===== src/sspi_pkg.sv =====
/*
 * shared constants and types of the receive pointer interpreter:
 * register map, field layout, pointer codes, frame persistence counts.
 * assumes a 32-bit classic wishbone slave and one framer clock domain.
 */
package sspi_pkg;
   // pointer word as it arrives from the framer
   typedef struct packed {
      logic [3:0] flag;
      logic [1:0] size;
      logic [9:0] value;
   } sspi_ptrw_t;

   // pointer tracking states, one-hot
   typedef enum logic [2:0] {
      ST_POINTER_NORMAL_STATE = 3'b001,
      ST_LOP = 3'b010,
      ST_AIS = 3'b100
   } sspi_state_t;

   localparam logic [3:0] FLAG_NORMAL = 4'h6;
   localparam logic [3:0] FLAG_NDF = 4'h9;
   localparam logic [1:0] SIZE_SDH = 2'h2;
   localparam logic [15:0] WORD_AIS = 16'hffff;
   localparam logic [9:0] VALUE_ONES = 10'h3ff;
   localparam logic [9:0] VALUE_MAX = 10'h30e;
   localparam logic [9:0] VALUE_ZERO = 10'h000;
   localparam logic [9:0] I_BITS = 10'h2aa;
   localparam logic [9:0] D_BITS = 10'h155;
   localparam logic [3:0] SONET_MAX_DIFF = 4'h2;
   localparam logic [3:0] SDH_MAJ = 4'h3;
   localparam logic [7:0] WORDS_SONET = 8'hc0;
   localparam logic [7:0] WORDS_SDH = 8'h40;

   localparam logic [1:0] PERSIST_3 = 2'h3;
   localparam logic [3:0] PERSIST_8 = 4'h8;
   localparam logic [1:0] HOLDOFF_FRAMES = 2'h3;

   // register byte offsets
   localparam logic [7:0] REG_CTRL = 8'h00;
   localparam logic [7:0] REG_LATCH = 8'h04;
   localparam logic [7:0] REG_PEND = 8'h08;
   localparam logic [7:0] REG_PTR = 8'h0c;

   // control fields
   localparam int CTL_SDH = 0;
   localparam int CTL_ALM_A = 1;
   localparam int CTL_ALM_B = 2;
   localparam int CTL_LOSS_A = 3;
   localparam int CTL_LOSS_B = 4;
   localparam int CTL_W = 5;
   localparam logic [4:0] CTRL_RESET = 5'h00;

   // latched and pending fields
   localparam int EV_ALM = 0;
   localparam int EV_LOSS = 1;

   // pointer register fields
   localparam int PTR_STATE_LSB = 12;
endpackage


===== src/sspi_core.sv =====
/*
 * receive payload pointer interpreter with a wishbone register slave.
 * assumes the framer on CLK_I strobes each h1/h2 word of a frame,
 * marks the primary one, and pulses frame end once per frame.
 */
// The address map and the Wishbone slave port were decided locally.
`timescale 1ns/1ns
module sspi_core (
   // clock and reset
   input wire logic CLK_I,
   input wire logic RST_I,
   // wishbone slave
   input wire logic CYC_I,
   input wire logic STB_I,
   input wire logic WE_I,
   input wire logic [7:0] ADR_I,
   input wire logic [3:0] SEL_I,
   input wire logic [31:0] DAT_I,
   output logic [31:0] DAT_O,
   output logic ACK_O,
   // pointer words from the framer
   input wire sspi_pkg::sspi_ptrw_t PTR_WORD_I,
   input wire logic PTR_VALID_I,
   input wire logic PTR_FIRST_I,
   input wire logic FRAME_END_I,
   // status and interrupts
   output sspi_pkg::sspi_state_t PTR_STATE_O,
   output logic [9:0] PTR_VALUE_O,
   output logic INT_A_O,
   output logic INT_B_O
);
   import sspi_pkg::*;

   function automatic logic [3:0] ones10(input logic [9:0] x);
      logic [3:0] n;
      n = 4'h0;
      for (int k = 0; k < 10; k++) begin
         n = n + {3'h0, x[k]};
      end
      return n;
   endfunction

   function automatic logic maj4(input logic [3:0] f, input logic [3:0] p);
      logic [3:0] d;
      d = f ^ p;
      return ({2'b0, d[0]} + {2'b0, d[1]} + {2'b0, d[2]} + {2'b0, d[3]})
         <= 3'h1;
   endfunction

   logic [CTL_W-1:0] ctrl_q;
   logic sdh;
   assign sdh = ctrl_q[CTL_SDH];

   // word capture within the frame
   sspi_ptrw_t prim_q;
   logic prim_seen_q;
   logic ci_bad_q;
   logic [7:0] word_idx_q;
   logic [7:0] word_lim;
   logic ci_pointer_normal_state, ci_ais;
   assign word_lim = sdh ? WORDS_SDH : WORDS_SONET;
   assign ci_pointer_normal_state = maj4(PTR_WORD_I.flag, FLAG_NORMAL) &&
      PTR_WORD_I.value == VALUE_ONES &&
      (!sdh || PTR_WORD_I.size == SIZE_SDH);
   assign ci_ais = PTR_WORD_I == WORD_AIS;

   always_ff @(posedge CLK_I or posedge RST_I) begin
      if (RST_I) begin
         prim_q <= '0;
         prim_seen_q <= 1'b0;
         ci_bad_q <= 1'b0;
         word_idx_q <= 8'h00;
      end else if (PTR_VALID_I && PTR_FIRST_I) begin
         prim_q <= PTR_WORD_I;
         prim_seen_q <= 1'b1;
         ci_bad_q <= 1'b0;
         word_idx_q <= 8'h01;
      end else if (FRAME_END_I) begin
         prim_seen_q <= 1'b0;
         ci_bad_q <= 1'b0;
         word_idx_q <= 8'h00;
      end else if (PTR_VALID_I && word_idx_q != 8'h00) begin
         word_idx_q <= word_idx_q + 8'h01;
         if (word_idx_q < word_lim && !ci_pointer_normal_state && !ci_ais) begin
            ci_bad_q <= 1'b1;
         end
      end
   end

   // classification of the primary word, evaluated at frame end
   sspi_state_t state_q;
   logic [9:0] cur_q;
   logic [1:0] hold_q;
   logic eval, ss_ok, in_rng, p_ais, p_pointer_normal_state, p_ndf, pointer_normal_state_eq;
   logic [3:0] inv_i, inv_d;
   logic inc_hit, dec_hit, inc_ok, dec_ok, ndf_take, valid;
   logic [9:0] diff, inc_val, dec_val;

   assign eval = FRAME_END_I;
   assign ss_ok = !sdh || prim_q.size == SIZE_SDH;
   assign in_rng = prim_q.value <= VALUE_MAX;
   assign p_ais = prim_seen_q && prim_q == WORD_AIS;
   assign p_pointer_normal_state = prim_seen_q && maj4(prim_q.flag, FLAG_NORMAL) &&
      in_rng && ss_ok;
   assign p_ndf = prim_seen_q && maj4(prim_q.flag, FLAG_NDF) &&
      in_rng && ss_ok;
   assign pointer_normal_state_eq = p_pointer_normal_state && prim_q.value == cur_q;
   assign diff = prim_q.value ^ cur_q;
   assign inv_i = ones10(diff & I_BITS);
   assign inv_d = ones10(diff & D_BITS);

   always_comb begin
      if (sdh) begin
         inc_hit = inv_i >= SDH_MAJ && inv_d < SDH_MAJ;
         dec_hit = inv_d >= SDH_MAJ && inv_i < SDH_MAJ;
      end else begin
         inc_hit = ones10(diff ^ I_BITS) <= SONET_MAX_DIFF;
         dec_hit = ones10(diff ^ D_BITS) <= SONET_MAX_DIFF;
      end
   end

   // justification only from the normal flag in normal state
   assign inc_ok = prim_seen_q && maj4(prim_q.flag, FLAG_NORMAL) &&
      ss_ok && !pointer_normal_state_eq && state_q == ST_POINTER_NORMAL_STATE && hold_q == 2'h0 &&
      inc_hit;
   assign dec_ok = prim_seen_q && maj4(prim_q.flag, FLAG_NORMAL) &&
      ss_ok && !pointer_normal_state_eq && state_q == ST_POINTER_NORMAL_STATE && hold_q == 2'h0 &&
      dec_hit && !inc_hit;
   assign ndf_take = p_ndf && state_q == ST_POINTER_NORMAL_STATE;
   assign inc_val = (cur_q == VALUE_MAX) ? VALUE_ZERO :
      cur_q + 10'h001;
   assign dec_val = (cur_q == VALUE_ZERO) ? VALUE_MAX :
      cur_q - 10'h001;

   always_comb begin
      case (state_q)
         ST_AIS: valid = p_ais;
         ST_POINTER_NORMAL_STATE: valid = !ci_bad_q &&
            (pointer_normal_state_eq || ndf_take || inc_ok || dec_ok);
         default: valid = 1'b0;
      endcase
   end

   // persistence counters
   logic [9:0] cand_q;
   logic [1:0] pointer_normal_state_cnt_q, ais_cnt_q;
   logic [3:0] inv_cnt_q;
   logic norm3, ais3, inv8;
   assign norm3 = p_pointer_normal_state && prim_q.value == cand_q &&
      pointer_normal_state_cnt_q == PERSIST_3 - 2'h1;
   assign ais3 = p_ais && ais_cnt_q == PERSIST_3 - 2'h1;
   assign inv8 = !valid && inv_cnt_q == PERSIST_8 - 4'h1;

   always_ff @(posedge CLK_I or posedge RST_I) begin
      if (RST_I) begin
         cand_q <= VALUE_ZERO;
         pointer_normal_state_cnt_q <= 2'h0;
      end else if (eval) begin
         if (!p_pointer_normal_state) begin
            pointer_normal_state_cnt_q <= 2'h0;
         end else if (prim_q.value == cand_q && pointer_normal_state_cnt_q != 2'h0) begin
            if (pointer_normal_state_cnt_q != PERSIST_3) begin
               pointer_normal_state_cnt_q <= pointer_normal_state_cnt_q + 2'h1;
            end
         end else begin
            cand_q <= prim_q.value;
            pointer_normal_state_cnt_q <= 2'h1;
         end
      end
   end

   always_ff @(posedge CLK_I or posedge RST_I) begin
      if (RST_I) begin
         ais_cnt_q <= 2'h0;
      end else if (eval) begin
         if (!p_ais) begin
            ais_cnt_q <= 2'h0;
         end else if (ais_cnt_q != PERSIST_3) begin
            ais_cnt_q <= ais_cnt_q + 2'h1;
         end
      end
   end

   always_ff @(posedge CLK_I or posedge RST_I) begin
      if (RST_I) begin
         inv_cnt_q <= 4'h0;
      end else if (eval) begin
         // a fresh state starts its own run of invalid frames
         if (valid || state_q == ST_LOP || norm3 ||
            (ais3 && state_q != ST_AIS)) begin
            inv_cnt_q <= 4'h0;
         end else if (inv_cnt_q != PERSIST_8) begin
            inv_cnt_q <= inv_cnt_q + 4'h1;
         end
      end
   end

   // tracking state; alarm entry outranks normal, normal outranks loss
   always_ff @(posedge CLK_I or posedge RST_I) begin
      if (RST_I) begin
         state_q <= ST_LOP;
      end else if (eval) begin
         if (ais3 && state_q != ST_AIS) begin
            state_q <= ST_AIS;
         end else if (norm3) begin
            state_q <= ST_POINTER_NORMAL_STATE;
         end else if (inv8 && state_q != ST_LOP) begin
            state_q <= ST_LOP;
         end
      end
   end

   always_ff @(posedge CLK_I or posedge RST_I) begin
      if (RST_I) begin
         cur_q <= VALUE_ZERO;
      end else if (eval) begin
         if (ais3 && state_q != ST_AIS) begin
            cur_q <= cur_q;
         end else if (norm3) begin
            cur_q <= prim_q.value;
         end else if (ndf_take) begin
            cur_q <= prim_q.value;
         end else if (inc_ok) begin
            cur_q <= inc_val;
         end else if (dec_ok) begin
            cur_q <= dec_val;
         end
      end
   end

   // holdoff after an accepted new data pointer or justification step, not after three equal pointers
   always_ff @(posedge CLK_I or posedge RST_I) begin
      if (RST_I) begin
         hold_q <= 2'h0;
      end else if (eval) begin
         if (ndf_take || inc_ok || dec_ok) begin
            hold_q <= HOLDOFF_FRAMES;
         end else if (hold_q != 2'h0) begin
            hold_q <= hold_q - 2'h1;
         end
      end
   end

   // state change events
   logic was_ais_q, was_lop_q, alm_chg, loss_chg;
   always_ff @(posedge CLK_I or posedge RST_I) begin
      if (RST_I) begin
         was_ais_q <= 1'b0;
         was_lop_q <= 1'b1;
      end else begin
         was_ais_q <= state_q == ST_AIS;
         was_lop_q <= state_q == ST_LOP;
      end
   end
   assign alm_chg = was_ais_q != (state_q == ST_AIS);
   assign loss_chg = was_lop_q != (state_q == ST_LOP);

   // wishbone slave: data and read side effects at the request edge,
   // ack one cycle later, so an event in the read cycle is never lost
   logic req, rd_take, wr_take, hit_latch, hit_pend;
   logic [1:0] latch_q, pend_q, now_st;
   assign req = CYC_I && STB_I && !ACK_O;
   assign rd_take = req && !WE_I;
   assign wr_take = CYC_I && STB_I && WE_I && ACK_O;
   assign hit_latch = rd_take && ADR_I == REG_LATCH;
   assign hit_pend = rd_take && ADR_I == REG_PEND;
   assign now_st = {state_q == ST_LOP, state_q == ST_AIS};

   always_ff @(posedge CLK_I or posedge RST_I) begin
      if (RST_I) begin
         ACK_O <= 1'b0;
      end else begin
         ACK_O <= req;
      end
   end

   always_ff @(posedge CLK_I or posedge RST_I) begin
      if (RST_I) begin
         DAT_O <= 32'h00000000;
      end else if (rd_take) begin
         case (ADR_I)
            REG_CTRL: DAT_O <= {27'h0000000, ctrl_q};
            REG_LATCH: DAT_O <= {30'h00000000, latch_q};
            REG_PEND: DAT_O <= {30'h00000000, pend_q};
            REG_PTR: DAT_O <= {17'h00000, state_q, 2'h0, cur_q};
            default: DAT_O <= 32'h00000000;
         endcase
      end
   end

   always_ff @(posedge CLK_I or posedge RST_I) begin
      if (RST_I) begin
         ctrl_q <= CTRL_RESET;
      end else if (wr_take && ADR_I == REG_CTRL && SEL_I[0]) begin
         ctrl_q <= DAT_I[CTL_W-1:0];
      end
   end

   // latch-high bits: event first, then present status on next read
   always_ff @(posedge CLK_I or posedge RST_I) begin
      if (RST_I) begin
         latch_q <= 2'h0;
      end else begin
         latch_q[EV_ALM] <= alm_chg ||
            (hit_latch ? now_st[EV_ALM] : latch_q[EV_ALM]);
         latch_q[EV_LOSS] <= loss_chg ||
            (hit_latch ? now_st[EV_LOSS] : latch_q[EV_LOSS]);
      end
   end

   always_ff @(posedge CLK_I or posedge RST_I) begin
      if (RST_I) begin
         pend_q <= 2'h0;
      end else begin
         pend_q[EV_ALM] <= alm_chg ||
            (pend_q[EV_ALM] && !hit_pend);
         pend_q[EV_LOSS] <= loss_chg ||
            (pend_q[EV_LOSS] && !hit_pend);
      end
   end

   always_ff @(posedge CLK_I or posedge RST_I) begin
      if (RST_I) begin
         INT_A_O <= 1'b0;
         INT_B_O <= 1'b0;
      end else begin
         INT_A_O <= (pend_q[EV_ALM] && ctrl_q[CTL_ALM_A]) ||
            (pend_q[EV_LOSS] && ctrl_q[CTL_LOSS_A]);
         INT_B_O <= (pend_q[EV_ALM] && ctrl_q[CTL_ALM_B]) ||
            (pend_q[EV_LOSS] && ctrl_q[CTL_LOSS_B]);
      end
   end

   assign PTR_STATE_O = state_q;
   assign PTR_VALUE_O = cur_q;

   // checks
   a_ais_entry: assert property (@(posedge CLK_I) disable iff (RST_I)
      eval && p_ais && ais_cnt_q == 2'h2 |=> state_q == ST_AIS)
      else $error("alarm state not entered after three alarm pointers");
   a_lop_entry: assert property (@(posedge CLK_I) disable iff (RST_I)
      eval && !valid && inv_cnt_q == 4'h7 && !ais3 && !norm3 &&
      state_q != ST_LOP |=> state_q == ST_LOP)
      else $error("lost state not entered after eight invalid frames");
   a_pointer_normal_state_entry: assert property (@(posedge CLK_I) disable iff (RST_I)
      eval && p_pointer_normal_state && prim_q.value == cand_q && pointer_normal_state_cnt_q == 2'h2 &&
      !ais3 |=> state_q == ST_POINTER_NORMAL_STATE && cur_q == $past(prim_q.value))
      else $error("normal state not taken after three equal pointers");
   a_ndf_take: assert property (@(posedge CLK_I) disable iff (RST_I)
      eval && state_q == ST_POINTER_NORMAL_STATE && p_ndf && !ais3 |=>
      cur_q == $past(prim_q.value) && hold_q == 2'h3)
      else $error("new data pointer not taken in one frame");
   a_inc_step: assert property (@(posedge CLK_I) disable iff (RST_I)
      eval && inc_ok && !norm3 && !ais3 |=>
      cur_q == (($past(cur_q) == 10'h30e) ? 10'h000 : $past(cur_q) + 10'h001))
      else $error("increment did not step the pointer");
   a_hold_block: assert property (@(posedge CLK_I) disable iff (RST_I)
      hold_q != 2'h0 && eval |-> !inc_ok && !dec_ok)
      else $error("justification accepted during holdoff");
   a_alarm_latch: assert property (@(posedge CLK_I) disable iff (RST_I)
      $changed(state_q == ST_AIS) |=> latch_q[0] && pend_q[0])
      else $error("alarm change not latched");
   a_loss_route: assert property (@(posedge CLK_I) disable iff (RST_I)
      pend_q[1] && ctrl_q[3] |=> INT_A_O)
      else $error("loss pending not routed to output a");
   a_sdh_size: assert property (@(posedge CLK_I) disable iff (RST_I)
      eval && sdh && prim_q.size != 2'h2 |-> !p_pointer_normal_state && !p_ndf)
      else $error("sdh pointer with bad size bits accepted");
   a_ais_code: assert property (@(posedge CLK_I) disable iff (RST_I)
      eval && prim_seen_q && prim_q == 16'hffff |-> p_ais && !p_pointer_normal_state)
      else $error("all-ones pointer not seen as alarm");
endmodule


===== config.mk =====
export PLATFORM = sky130hd
export DESIGN_NAME = sspi_core
export DESIGN_NICKNAME = d
export VERILOG_FILES = /design/src/sspi_pkg.sv /design/src/sspi_core.sv
export SDC_FILE = /design/constraint.sdc
export NUM_CORES = 1
export LEC_CHECK = 0
export ABC_CLOCK_PERIOD_IN_PS = 6200
export BUFFER_PORTS_ARGS = -buffer_cell sky130_fd_sc_hd__buf_2
export CAP_MARGIN = 10
export CORE_MARGIN = 2
export CORE_UTILIZATION = 55
export CTS_CLUSTER_SIZE = 12
export DETAILED_ROUTE_END_ITERATION = 6
export HOLD_SLACK_MARGIN = 0.12
export MAX_ROUTING_LAYER = met4
export PLACE_DENSITY = 0.76
export SKIP_CTS_REPAIR_TIMING = 1
export SYNTH_ARGS = -nofsm -noshare
export SYNTH_HDL_FRONTEND = slang
export SYNTH_SLANG_ARGS = --single-unit
export TNS_END_PERCENT = 100

===== constraint.sdc =====
create_clock -name CLK_I -period 6.2 [get_ports CLK_I]
set_input_delay 0.31 -clock CLK_I [delete_from_list [all_inputs] [get_ports CLK_I]]
set_output_delay 0.31 -clock CLK_I [all_outputs]
set_load 0.02 [all_outputs]

==> reports/results.ini <==
[placement]
place_hpwl_mm = 9.87
port_buffers = 66
pre_cts_ws_ps = 783
place_congestion = 0.956

[timing]
worst_pin_slew_ps = 1070
fin_tns_setup_ps = 0
finalHoldViolations = 0
period_share_pct = 90.0
rsz0062_at_grt = false
min_period_ps = 5580
slew_viol_final = 0
finalClockSkew_ps = 12.6
setup_viol = 0
setup_ws_ps = 617
relSlewSlack_pct = 29.0
clock.fmax_mhz = 179

[setup_path]
cp_common_cell = fa_1
end_kind = register
path_max_fanout = 14
crit_buf_inv = 3
reg2reg_setup_slack_ps = 620
cp_top_family = adder cells
cpPeakStageDelay_ps = 640
critPathLaunch = PTR_VALUE_O[8]
cp.required_ps = 6480
reg2reg_depth = 16
crit_chain = xor2_1, fa_1, fa_1, inv_1, fa_1, ha_1, inv_1, fa_1, a2111oi_0, o221ai_1, o211a_1, a211oi_1, o211a_1, buf_4, nand3_1, o221ai_1
r2r-end = PTR_VALUE_O[5]
r2r_start = PTR_VALUE_O[8]
start_kind = register
criticalPathCategory = reg2reg
worst_ep_arrival_time_ps = 5860
crit_slowest_cell = dfrtp_1

[floorplanning]
die_area_sq_um = 11100
io_pins = 116
num_rows = 37
die_height_um = 105
start_util_pct = 55.8
die_w_um = 105
core_area_sq_um = 10100

[pwr]
leakagePower_nw = 2.90
powerDensity_nw_per_um2 = 411
ir_drop_uv = 218

[status]
outcome = complete, no violations

[drt]
drc = 0
via_per_inst = 5.87
routedWlPerCell_um = 16.8
drtIter0Drc = 332
drtAntennaViolNets = 0
num_vias = 4605
drtPass1Iterations = 5
wl_mm = 13.2

[cells_and_area]
diodes = 0
finalNetCount = 754
final_layout_size_suffix_gt1_share_pct = 20.8
final_cell_mix = dfrtp_1 (84), buf_2 (66), inv_1 (50), nand2_1 (49), nor2_1 (35)
fillers = 836
final_common_cell = dfrtp_1
syn2layout_area_growth_pct = 10.6
postLayoutCoreUtil_pct = 61.8

[yosys]
synth_edf_count = 0
synth_top_area_share_pct = 37.1
ys_async_sr_fraction_pct = 100
ys.flop_type = dfrtp_1
synth_top_cell_by_area = dfrtp_1
syn-cell-area_sq_um = 5660
synth_warnings = 0
synth_seq_cells = 86
yosysUniqueCellTypes = 70
synth_area_leaders = dfrtp_1 (37%), mux2_2 (6.4%), fa_1 (6.0%)
syn-instance-count = 583
avgSynthCellArea_sq_um = 9.71
synth-seq-area-share_pct = 38.1

[cts]
cts_made_buffers = 9
cts_num_sinks = 86
clock_tree.buffer_depth = 2
clockRootBuffer = clkbuf_8
htree_levels = 3
insertion_delay_ps = 360
cts_tree = yes
clk_pin_slew_worst_paths_ps = 90

[flow_run]
max_cap_viol_count = 0

[grt]
antenna_found_initial = 0
grt_max_degree = 87
grt-ovfl-total = 0
grt_pass1_vias = 4648
grt_usage_pct = 26.0
grt_pass1_wl_mm = 22.5

[min_path]
whs_endpoint = ctrl_q[2]
hold_path.class = in2reg
worstHoldPathCells = 2
hold_start = DAT_I[2]

-- registers in the layout, summed over array words and instances, names as in the netlist, 2 cells and up --
register                    count
cand_q                         10
word_idx_q                      8
inv_cnt_q                       4
PTR_STATE_O                     3
DAT_O                          13
ctrl_q                          5
latch_q                         2
ais_cnt_q                       2
PTR_VALUE_O                    10
prim_q                         16
pointer_normal_state_cnt_q      2
hold_q                          2
pend_q                          2
-- layer usage --
layer | GRT usage (%) | vias to the layer above | part of all wire, %
li1 | - | 2147 | -
met5 | - | - | 0
met1 | 33.8 | 2290 | 44
met3 | 4.39 | 18 | 5.1
met4 | 7.24 | 0 | 1.4
met2 | 42.4 | 150 | 49
-- metrics by stage --
| step | instances | hold slack, ps | area [sq um] | power [mW] |
|---|---|---|---|---|
| global route | 785 | 169 | 6260 | 2.82 |
| global placement | 770 | 450 | 6070 | 2.04 |
| CTS | 785 | 177 | 6260 | 2.57 |
| floorplan | 601 | 440 | 5730 | 1.81 |
| finish | 785 | 182 | 6260 | 2.58 |
| detailed placement | 770 | 469 | 6070 | 2.14 |
-- Yosys cell counts (all sizes together) (17+ instances only) --
library cell	count
a31oi	18
inv	51
buf	24
clkbuf	21
dfrtp	84
nand4	18
o21ai	17
nand2	49
ha	24
a21oi	19
xor2	18
nor2	35
fa	17
mux2	32
-- worst max path at each step --
stage | endpoint | depth (start not counted)
finish | PTR_VALUE_O[5] | 16
global route | PTR_VALUE_O[5] | 16
CTS | PTR_VALUE_O[5] | 16
detailed placement | PTR_VALUE_O[5] | 16
global placement | PTR_VALUE_O[5] | 16
floorplan | PTR_VALUE_O[2] | 15
-- cell type report --
| class | count | area (sq um) | area share (%) |
|---|---|---|---|
| Multi-Input combinational cell | 419 | 3130 | 50.0 |
| Clock buffer | 9 | 124 | 1.98 |
| Sequential cell | 86 | 2150 | 34.4 |
| Clock inverter | 6 | 71.3 | 1.14 |
| Inverter | 51 | 193 | 3.08 |
| Tap cell | 136 | 170 | 2.72 |
| Timing Repair Buffer | 78 | 420 | 6.71 |
-- cells by family after synthesis --
group           synth area share [%]
buf+inv                         7.87
compound gates                  13.9
xor+xnor                        4.80
flops                           38.1
simple gates                    16.2
mux                             7.69
other cells                   0.0662
fa+ha+maj                       11.3
-- where the power goes --
group / internal, mW / total [mW] / leakage (nW) / switching (mW)
clock network: 0.188 / 0.398 / 0.0923 / 0.211
registers: 0.646 / 0.762 / 1.10 / 0.116
logic: 0.623 / 1.41 / 1.71 / 0.792
total: 1.46 / 2.58 / 2.90 / 1.12
Power figures use the tool's default switching activity.
